[src/include/acl_pkg.sv]
// constants and widths shared by the ack latency limit logic
package acl_pkg;
  // structure widths
  localparam int ACL_NUM_FUNC = 2;
  localparam int ACL_MPS_W    = 3;
  localparam int ACL_LANE_W   = 6;
  localparam int ACL_LIM_W    = 14;
  localparam int ACL_EXIT_W   = 12;
  localparam int ACL_NUM_W    = 17;
  localparam int ACL_DEN_W    = 9;
  // formula constants, in symbol times
  localparam logic [ACL_NUM_W-1:0] ACL_OVERHEAD_SYM  = 17'h0_001C;
  localparam logic [ACL_LIM_W-1:0] ACL_INT_DELAY_SYM = 14'h0013;
  // payload setting code 0 means 128 bytes, each step doubles
  localparam logic [ACL_NUM_W-1:0] ACL_MPS_BASE = 17'h0_0080;
  localparam logic [ACL_MPS_W-1:0] ACL_MPS_MAX  = 3'h5;
  localparam logic [ACL_MPS_W-1:0] ACL_MPS_SMALL_TOP = 3'h1;
  // ack multipliers, scaled by ten
  localparam logic [4:0] ACL_AF_1P4 = 5'h0E;
  localparam logic [4:0] ACL_AF_2P5 = 5'h19;
  localparam logic [4:0] ACL_AF_3P0 = 5'h1E;
  localparam logic [4:0] ACL_AF_1P0 = 5'h0A;
  localparam logic [4:0] ACL_AF_2P0 = 5'h14;
  localparam logic [3:0] ACL_AF_SCALE = 4'hA;
  // lane count breakpoints
  localparam logic [ACL_LANE_W-1:0] ACL_LANE_MIN = 6'h01;
  localparam logic [ACL_LANE_W-1:0] ACL_LANE_X4  = 6'h04;
  localparam logic [ACL_LANE_W-1:0] ACL_LANE_X8  = 6'h08;
  localparam logic [ACL_LANE_W-1:0] ACL_LANE_MAX = 6'h20;
  // reset and saturation values
  localparam logic [ACL_LIM_W-1:0] ACL_LIM_RST  = 14'h102F;
  localparam logic [ACL_LIM_W-1:0] ACL_TMR_SAT  = 14'h3FFF;
  // known point of the unadjusted limit: 128 bytes at x1
  localparam logic [ACL_LIM_W-1:0] ACL_LIM_128_X1 = 14'h00ED;
endpackage

[src/include/acl_lut_if.sv]
// carrier between the top and its lookup and timer modules
`timescale 1ns/1ps
interface acl_lut_if;
  import acl_pkg::*;
  logic [ACL_MPS_W-1:0]  mps_code; // selected payload setting
  logic [ACL_LANE_W-1:0] lanes;    // clamped lane count
  logic [ACL_LIM_W-1:0]  base;     // unadjusted limit
  logic                  clr;      // timer clear
  logic                  run;      // timer advance
  logic [ACL_LIM_W-1:0]  count;    // timer value
  modport core (output mps_code, lanes, clr, run, input base, count);
  modport lut  (input mps_code, lanes, output base);
  modport tmr  (input clr, run, output count);
endinterface // acl_lut_if

[src/core/acl_ack_latency.sv]
// ack latency limit and ack pending timer for the receive link layer
// Notes on behaviour
// payload term comes from configured payload setting
// identical function settings: use the shared one
// differing function settings: smallest one chosen
// packet overhead is a fixed 28 symbols
// internal processing delay is 19 symbols
// multiplier chosen by payload size and width
// limit is scaled payload over lanes plus terms
// standby allowance is exit time, else zero
// long synchronisation lengthens the standby allowance
// measured from packet end to ack start
// receiver may skip the standby adjustment
// unadjusted limits match the payload/width table
// effective limit is table value plus allowance
// checker tolerates transmissions already in progress
// checker tolerates standby exit in ack direction
// timer zero when inactive, scheduled or acknowledged
// timer starts only after packet is forwarded
// ack due once timer reaches the limit
// limit reloads on change; timer counts symbols
`timescale 1ns/1ps
module acl_ack_latency
  import acl_pkg::*;
(
  // clock and reset
  input  wire logic                  i_clk,
  input  wire logic                  i_rst_b,
  // configuration from the function control registers
  input  wire logic [ACL_NUM_FUNC-1:0][ACL_MPS_W-1:0] i_mps_setting,
  input  wire logic [ACL_LANE_W-1:0] i_lane_count,
  input  wire logic                  i_standby_en,
  input  wire logic                  i_long_sync,
  input  wire logic [ACL_EXIT_W-1:0] i_standby_exit_sym,
  input  wire logic [ACL_EXIT_W-1:0] i_long_sync_exit_sym,
  input  wire logic                  i_adjust_en,
  // receive link layer events
  input  wire logic                  i_dl_active,
  input  wire logic                  i_pkt_forwarded,
  input  wire logic                  i_ack_nak_sched,
  input  wire logic                  i_all_acked,
  input  wire logic                  i_nak_scheduled,
  // results
  output logic [ACL_LIM_W-1:0]       o_ack_limit,
  output logic [ACL_LIM_W-1:0]       o_ack_timer,
  output logic                       o_ack_due,
  output logic                       o_mps_mixed
);

  acl_lut_if lk_if ();                  // lookup and timer carrier

  logic [ACL_MPS_W-1:0]  next_mps;      // smallest function setting
  logic                  next_mixed;    // settings differ
  logic [ACL_LANE_W-1:0] next_lanes;    // clamped lane count
  logic [ACL_EXIT_W-1:0] next_allow;    // allowance before register
  logic [ACL_MPS_W-1:0]  mps_code;      // registered payload code
  logic [ACL_LANE_W-1:0] lanes;         // registered lane count
  logic [ACL_EXIT_W-1:0] allowance;     // standby_exit_allowance
  logic [ACL_LIM_W-1:0]  base_limit;    // registered lookup result
  logic                  pending;       // forwarded, not yet acked
  logic                  due_now;       // ack due condition

  // lookup of the unadjusted limit
  acl_limit_lut u_lut (
    .lk (lk_if.lut)
  );

  // ack pending timer
  acl_ack_timer u_tmr (
    .i_clk   (i_clk),
    .i_rst_b (i_rst_b),
    .tm      (lk_if.tmr)
  );

  // pick the payload setting across functions
  // when all agree the minimum is that shared value; when they
  // differ the smallest gives the shortest limit, except 256 against 512 bytes at x5 to x8
  always_comb begin
    next_mps   = i_mps_setting[0];
    next_mixed = 1'b0;
    for (int f = 1; f < ACL_NUM_FUNC; f++) begin
      if (i_mps_setting[f] != i_mps_setting[0]) begin
        next_mixed = 1'b1;
      end
      if (i_mps_setting[f] < next_mps) begin
        next_mps = i_mps_setting[f];
      end
    end
    // reserved codes above 4096 bytes read as the largest size
    if (next_mps > ACL_MPS_MAX) begin
      next_mps = ACL_MPS_MAX;
    end
  end

  // lane count clamp: zero would divide by zero downstream
  always_comb begin
    if (i_lane_count < ACL_LANE_MIN) begin
      next_lanes = ACL_LANE_MIN;
    end else if (i_lane_count > ACL_LANE_MAX) begin
      next_lanes = ACL_LANE_MAX;
    end else begin
      next_lanes = i_lane_count;
    end
  end

  // standby exit allowance selection
  always_comb begin
    if (!i_standby_en || !i_adjust_en) begin
      next_allow = '0;
    end else if (i_long_sync) begin
      next_allow = i_long_sync_exit_sym;
    end else begin
      next_allow = i_standby_exit_sym;
    end
  end

  // configuration registers, reloaded every cycle so any change
  // in setting, width or standby control reaches the limit
  always_ff @(posedge i_clk or negedge i_rst_b) begin
    if (!i_rst_b) begin
      mps_code    <= '0;
      lanes       <= ACL_LANE_MIN;
      allowance   <= '0;
      o_mps_mixed <= 1'b0;
    end else begin
      mps_code    <= next_mps;
      lanes       <= next_lanes;
      allowance   <= next_allow;
      o_mps_mixed <= next_mixed;
    end
  end

  // drive the lookup from the registered configuration
  assign lk_if.mps_code = mps_code;
  assign lk_if.lanes    = lanes;

  // limit registers: lookup then sum, two cycles after a payload or lane register change, one after an allowance change
  // trade-off: one extra cycle of lag buys a short divider path
  always_ff @(posedge i_clk or negedge i_rst_b) begin
    if (!i_rst_b) begin
      base_limit  <= ACL_LIM_RST;
      o_ack_limit <= ACL_LIM_RST;
    end else begin
      base_limit  <= lk_if.base;
      o_ack_limit <= base_limit + ACL_LIM_W'(allowance);
    end
  end

  // outstanding-packet flag; a new packet wins over an ack clear
  always_ff @(posedge i_clk or negedge i_rst_b) begin
    if (!i_rst_b) begin
      pending <= 1'b0;
    end else if (!i_dl_active) begin
      pending <= 1'b0;
    end else if (i_pkt_forwarded) begin
      pending <= 1'b1;
    end else if (i_all_acked) begin
      pending <= 1'b0;
    end
  end

  // timer control: zero while inactive, on schedule, once acked
  // counting starts only after the packet has been forwarded,
  // so the first count marks the packet end at this port
  assign lk_if.clr = !i_dl_active || i_ack_nak_sched ||
                     (i_all_acked && !i_pkt_forwarded);
  assign lk_if.run = pending;
  assign o_ack_timer = lk_if.count;

  // ack due when the limit is reached; a nak in flight suppresses
  assign due_now = i_dl_active && pending && !i_nak_scheduled &&
                   !i_ack_nak_sched &&
                   (lk_if.count >= o_ack_limit);

  // registered request to the ack scheduler
  always_ff @(posedge i_clk or negedge i_rst_b) begin
    if (!i_rst_b) begin
      o_ack_due <= 1'b0;
    end else begin
      o_ack_due <= due_now;
    end
  end

  // timer is zero the cycle after the link layer goes inactive
  a_timer_inactive: assert property (
    @(posedge i_clk) disable iff (!i_rst_b)
    !i_dl_active |=> o_ack_timer == '0)
    else $error("ack timer not cleared while inactive");

  // scheduling an ack or nak restarts the timer from zero
  a_timer_restart: assert property (
    @(posedge i_clk) disable iff (!i_rst_b)
    i_ack_nak_sched |=> o_ack_timer == '0)
    else $error("ack timer not restarted on schedule");

  // no count before the first packet is forwarded
  a_timer_start: assert property (
    @(posedge i_clk) disable iff (!i_rst_b)
    $rose(pending) |-> o_ack_timer == '0)
    else $error("ack timer ran before forward");

  // timer advances by exactly one per symbol while pending
  a_timer_step: assert property (
    @(posedge i_clk) disable iff (!i_rst_b)
    (pending && !lk_if.clr && o_ack_timer != ACL_TMR_SAT)
      |=> o_ack_timer == $past(o_ack_timer) + 14'h0001)
    else $error("ack timer step wrong");

  // reaching the limit raises the due request next cycle
  a_due_limit: assert property (
    @(posedge i_clk) disable iff (!i_rst_b)
    (i_dl_active && pending && !i_nak_scheduled && !i_ack_nak_sched
      && o_ack_timer >= o_ack_limit) |=> o_ack_due)
    else $error("ack due missed at limit");

  // due never raised below the limit
  a_due_cause: assert property (
    @(posedge i_clk) disable iff (!i_rst_b)
    o_ack_due |-> $past(o_ack_timer) >= $past(o_ack_limit))
    else $error("ack due raised below limit");

  // standby disabled gives a zero allowance
  a_allow_zero: assert property (
    @(posedge i_clk) disable iff (!i_rst_b)
    !i_standby_en |=> allowance == '0)
    else $error("allowance nonzero with standby off");

  // long synchronisation picks the lengthened exit time
  a_allow_long: assert property (
    @(posedge i_clk) disable iff (!i_rst_b)
    (i_standby_en && i_adjust_en && i_long_sync)
      |=> allowance == $past(i_long_sync_exit_sym))
    else $error("long sync exit time not used");

  // effective limit is lookup value plus allowance
  a_limit_sum: assert property (
    @(posedge i_clk) disable iff (!i_rst_b)
    ##1 o_ack_limit == $past(base_limit) + ACL_LIM_W'($past(allowance)))
    else $error("limit is not base plus allowance");

  // known table point: 128 bytes at one lane
  a_table_point: assert property (
    @(posedge i_clk) disable iff (!i_rst_b)
    (mps_code == '0 && lanes == ACL_LANE_MIN)
      |=> base_limit == ACL_LIM_128_X1)
    else $error("128 byte x1 limit wrong");

  // smallest function setting selected
  a_mps_min: assert property (
    @(posedge i_clk) disable iff (!i_rst_b)
    (i_mps_setting[0] <= ACL_MPS_MAX && i_mps_setting[1] <= ACL_MPS_MAX)
      |=> mps_code <= $past(i_mps_setting[0]) &&
          mps_code <= $past(i_mps_setting[1]))
    else $error("payload setting not the smallest");

endmodule // acl_ack_latency

[src/core/acl_limit_lut.sv]
// unadjusted ack latency limit from payload setting and lane count
`timescale 1ns/1ps
module acl_limit_lut
  import acl_pkg::*;
(
  // lookup port
  acl_lut_if.lut lk
);
  logic [ACL_NUM_W-1:0] bytes; // payload in bytes
  logic [4:0]           af;    // multiplier times ten
  logic [ACL_NUM_W-1:0] num;   // scaled dividend
  logic [ACL_DEN_W-1:0] den;   // lanes times ten
  logic [ACL_NUM_W-1:0] quo;   // floor of the quotient

  // formula floors, which reproduces every table entry
  always_comb begin
    bytes = ACL_MPS_BASE << lk.mps_code;
    if (lk.mps_code <= ACL_MPS_SMALL_TOP) begin
      if (lk.lanes <= ACL_LANE_X4) af = ACL_AF_1P4;
      else if (lk.lanes <= ACL_LANE_X8) af = ACL_AF_2P5;
      else af = ACL_AF_3P0;
    end else begin
      if (lk.lanes <= ACL_LANE_X8) af = ACL_AF_1P0;
      else af = ACL_AF_2P0;
    end
    num = ACL_NUM_W'((bytes + ACL_OVERHEAD_SYM) * af);
    // widen before the product: 32 lanes times ten needs nine bits
    den = ACL_DEN_W'(lk.lanes) * ACL_DEN_W'(ACL_AF_SCALE);
    quo = num / ACL_NUM_W'(den);
    lk.base = ACL_LIM_W'(quo) + ACL_INT_DELAY_SYM;
  end
endmodule // acl_limit_lut

[src/core/acl_ack_timer.sv]
// ack pending timer, one count per symbol time
`timescale 1ns/1ps
module acl_ack_timer
  import acl_pkg::*;
(
  // clock and reset
  input  wire logic i_clk,
  input  wire logic i_rst_b,
  // control and count
  acl_lut_if.tmr    tm
);
  // clear beats advance; saturate rather than wrap
  always_ff @(posedge i_clk or negedge i_rst_b) begin
    if (!i_rst_b) begin
      tm.count <= '0;
    end else if (tm.clr) begin
      tm.count <= '0;
    end else if (tm.run && tm.count != ACL_TMR_SAT) begin
      tm.count <= tm.count + 14'h0001;
    end
  end
endmodule // acl_ack_timer

[config.mk]
export PLATFORM = sky130hd
export DESIGN_NAME = acl_ack_latency
export DESIGN_NICKNAME = d
export VERILOG_FILES = /design/src/include/acl_pkg.sv /design/src/include/acl_lut_if.sv /design/src/core/acl_ack_latency.sv /design/src/core/acl_limit_lut.sv /design/src/core/acl_ack_timer.sv
export SDC_FILE = /design/constraint.sdc
export NUM_CORES = 1
export LEC_CHECK = 0
export BUFFER_PORTS_ARGS = -buffer_cell sky130_fd_sc_hd__buf_2
export CORE_MARGIN = 2
export CORE_UTILIZATION = 25
export DETAILED_ROUTE_END_ITERATION = 10
export GPL_TIMING_DRIVEN = 0
export PLACE_DENSITY = 0.41
export SLEW_MARGIN = 30
export SYNTH_ARGS = -nofsm -noshare
export SYNTH_HDL_FRONTEND = slang
export SYNTH_HIERARCHICAL = 1
export SYNTH_SLANG_ARGS = --single-unit
[constraint.sdc]
create_clock -name i_clk -period 85 [get_ports i_clk]
set_clock_uncertainty 0.2 [all_clocks]
set_input_delay 17 -clock i_clk [delete_from_list [all_inputs] [get_ports i_clk]]
set_output_delay 17 -clock i_clk [all_outputs]
set_load 0.05 [all_outputs]
==> summary.md <==
| Metric | Value |
|---|---|
| Slew Limit Fails | 0 |
| Nets | 1709 |
| Most numerous cell on the critical path | o21a_1 |
| CORE AREA | 44100 sq um |
| Worst-Margin Slew | 0.884 ns |
| Syn Area/Cell | 8.01 sq um |
| Top-area cell type share of the netlist area | 0.177 |
| Via density | between 5 and 6 |
| Hpwl dp | 27300 um |
| Antenna diode count | 0 |
| Placed insts | 2064 |
| Crit-path max cell delay | 0.74 ns |
| Clock root buffer | clkbuf_16 |
| RSZ-0062 raised after global routing | false |
| GR Overflow Total | 0 |
| Post_cts resized | 0 |
| Final setup vio count | 0 |
| Crit path kind | register to register |
| First-pass detailed-route iteration total | 5 |
| DR vias | 10607 |
| Number of synthesis warnings | 6 |
| Highest clock rate | 24.2 MHz |
| Max_slew headroom | 0.401 |
| H-tree depth | 3 |
| Overall routed net length | around 33000 um |
| Most frequent cell after synthesis | ha_1 |
| Die Wd | 215 um |
| Die area | 46300 sq um |
| Post-CTS Setup Bufs | 0 |
| Post-Syn Area | approximately 11000 sq um |
| Io pins | 76 |
| Number of hold buffers added after CTS | 0 |
| Final ANT Viol Nets | 0 |
| Clock Sinks | 66 |
| Clock-pin slew on the worst setup and hold paths | 0.07 ns |
| Final period util | 0.485 |
| Initial drt markers | 428 |
| Top cells by count, synth | 158 x ha_1, 138 x nor2_1, 99 x nand2_1, 93 x inv_1, 77 x a21oi_1 |
| Global-route wire length before repair | 54000 um |
| Path category of the worst min-delay check | register to register |
| Worst setup SP type | register |
| Required time of the critical path | between 80 and 90 ns |
| Main synth FF type | dfrtp_1 |
| Yosys top cell by area | ha_1 |
| Vias in the first global route | roughly 10000 |
| Fillers | 4808 |
| Clk_lat worst skew | between 0.3 and 0.4 ns |
| Inserted Clock Buffers | 9 |
| Row count | 77 |
| DR WL/cell | about 16 um |
| Slowest CP cell | o311ai_1 |
| Gp weighted congestion | 0.812 |
| Area grow syn2layout | 13.2% |
| Largest net degree at the start of global routing | 50 |
| Share of cells above drive strength 1 | 0.130 |
| Number of port buffers | 75 |
| Number of distinct library cells after synthesis | around 110 |
| Status | complete, no violations |
| Maximum buffer depth of the clock tree | 2 |
| Setup_tns | 0 ns |
| Post-route cell area | ~13000 sq um |
| Worst Setup End Kind | register |
| TritonCTS clock tree | done |
| CP arrival | 41.30 ns |
| Flops & latches, synth | 66 |
| Core Util, Final | 0.286 |
| Die Ht | 215 um |
| Post-synth EDFFs | 0 |
| Overall Global Routing Usage | 0.143 |
| Starting Density | 0.253 |
| Post-route insts no fill | 2080 |
| Critical Path Fanout Max | 10 |
| Area of the multi-input gates | 9010 sq um |
| Synth top area cells | ha_1 18%, dfrtp_1 12%, nor2_1 4.6% |
| DP Area | 12300 sq um |
| DRC errors left | 0 |
| Max-Cap Viols | 0 |
| Post-synth ARST share | 1.00 |
| Crit path time final | 41.26 ns |
| Post-synthesis cell count | 1391 |
| Register area | 1670 sq um |
| Initial antenna violation count | 0 |
| Sequential element share of the synthesized area | 0.150 |
| Fin. Hold Viols | 0 |
layout by cell type, fill, tap and decap left out, types with 6 or more instances in the layout:
master,count
clkbuf_1,23
ha_1,158
fa_1,22
and2_1,7
nor2b_1,19
a31oi_1,14
buf_2,81
nor4_1,7
o211ai_1,13
xor2_1,23
o21a_1,59
xnor2_1,40
nor2_1,138
clkbuf_16,9
inv_1,93
nand4_1,18
mux2_2,26
nand2_1,99
o22ai_1,6
nor3_1,63
a21oi_1,77
o21ai_0,55
conb_1,7
o21bai_1,7
o31a_1,8
or3_1,19
dfstp_2,13
or4_1,8
dfrtp_1,53
or2_2,11
and4_1,8
nand2b_1,22
a21o_1,33
o31ai_1,26
o21ai_1,12
mux2i_1,21
and3_1,11
nand3_1,30
critical path, delay by kind of cell (launching register included):
kind            cells  cell delay [ns]
flops               1             0.47
simple gates       55            10.07
fa+ha+maj          21             7.36
mux                 3             1.03
buf+inv            13             3.77
compound gates     79            18.08
registers in the layout, indices dropped and copies added (netlist names):
register,cells
allowance,12
base_limit,14
lanes,6
lk_if.mps_code,3
lk_if.run,1
o_ack_due,1
o_ack_limit,14
o_mps_mixed,1
u_tmr/tm.count,14
logic make-up after synthesis:
group | share of synthesized area
flops | 0.150
xor+xnor | 0.0523
mux | 0.0471
compound gates | 0.261
other cells | 0.000674
fa+ha+maj | 0.218
simple gates | 0.225
buf+inv | 0.0466
layer usage:
metal / vias to the layer above / global-route usage / part of all wire
met5: - / 0 / 0
met4: 0 / 0.0405 / 0.019
met3: 36 / 0.0167 / 0.028
met2: 154 / 0.256 / 0.49
met1: 5050 / 0.181 / 0.46
li1: 5367 / - / -
final cells by class:
type / count / share of cell area
clock inverter: 5 / 0.00248
inverter: 95 / 0.0283
buffer: 35 / 0.0129
timing repair buffer: 76 / 0.0321
sequential: 66 / 0.132
tap: 592 / 0.0587
multi-input combinational: 1200 / 0.714
clock buffer: 11 / 0.0192
path summary, 6_finish.rpt:
check / from / endpoint / slack [ns] / depth (start not counted)
min reg2reg: base_limit[12] / o_ack_limit[12] / 0.30 / 1
max reg2reg: lanes[1] / base_limit[10] / 43.74 / 171
min in group asynchronous: i_rst_b / u_tmr/tm.count[5] / 16.33 / 1
max in group asynchronous: i_rst_b / base_limit[0] / 67.66 / 2
max: lanes[1] / base_limit[10] / 43.74 / 171
min: base_limit[12] / o_ack_limit[12] / 0.30 / 1
through the flow:
stage          setup slack [ns]  hold WS (ns)
2_1_floorplan             51.94         0.257
3_3_place_gp              43.41         0.288
3_5_place_dp              43.70         0.297
4_1_cts                   43.47         0.305
5_1_grt                   39.99         0.311
6_report                  43.74         0.297
Power is left out: the tool's default activity adds up to more than one toggle a clock period on the data nets, which glitch-free logic cannot reach.
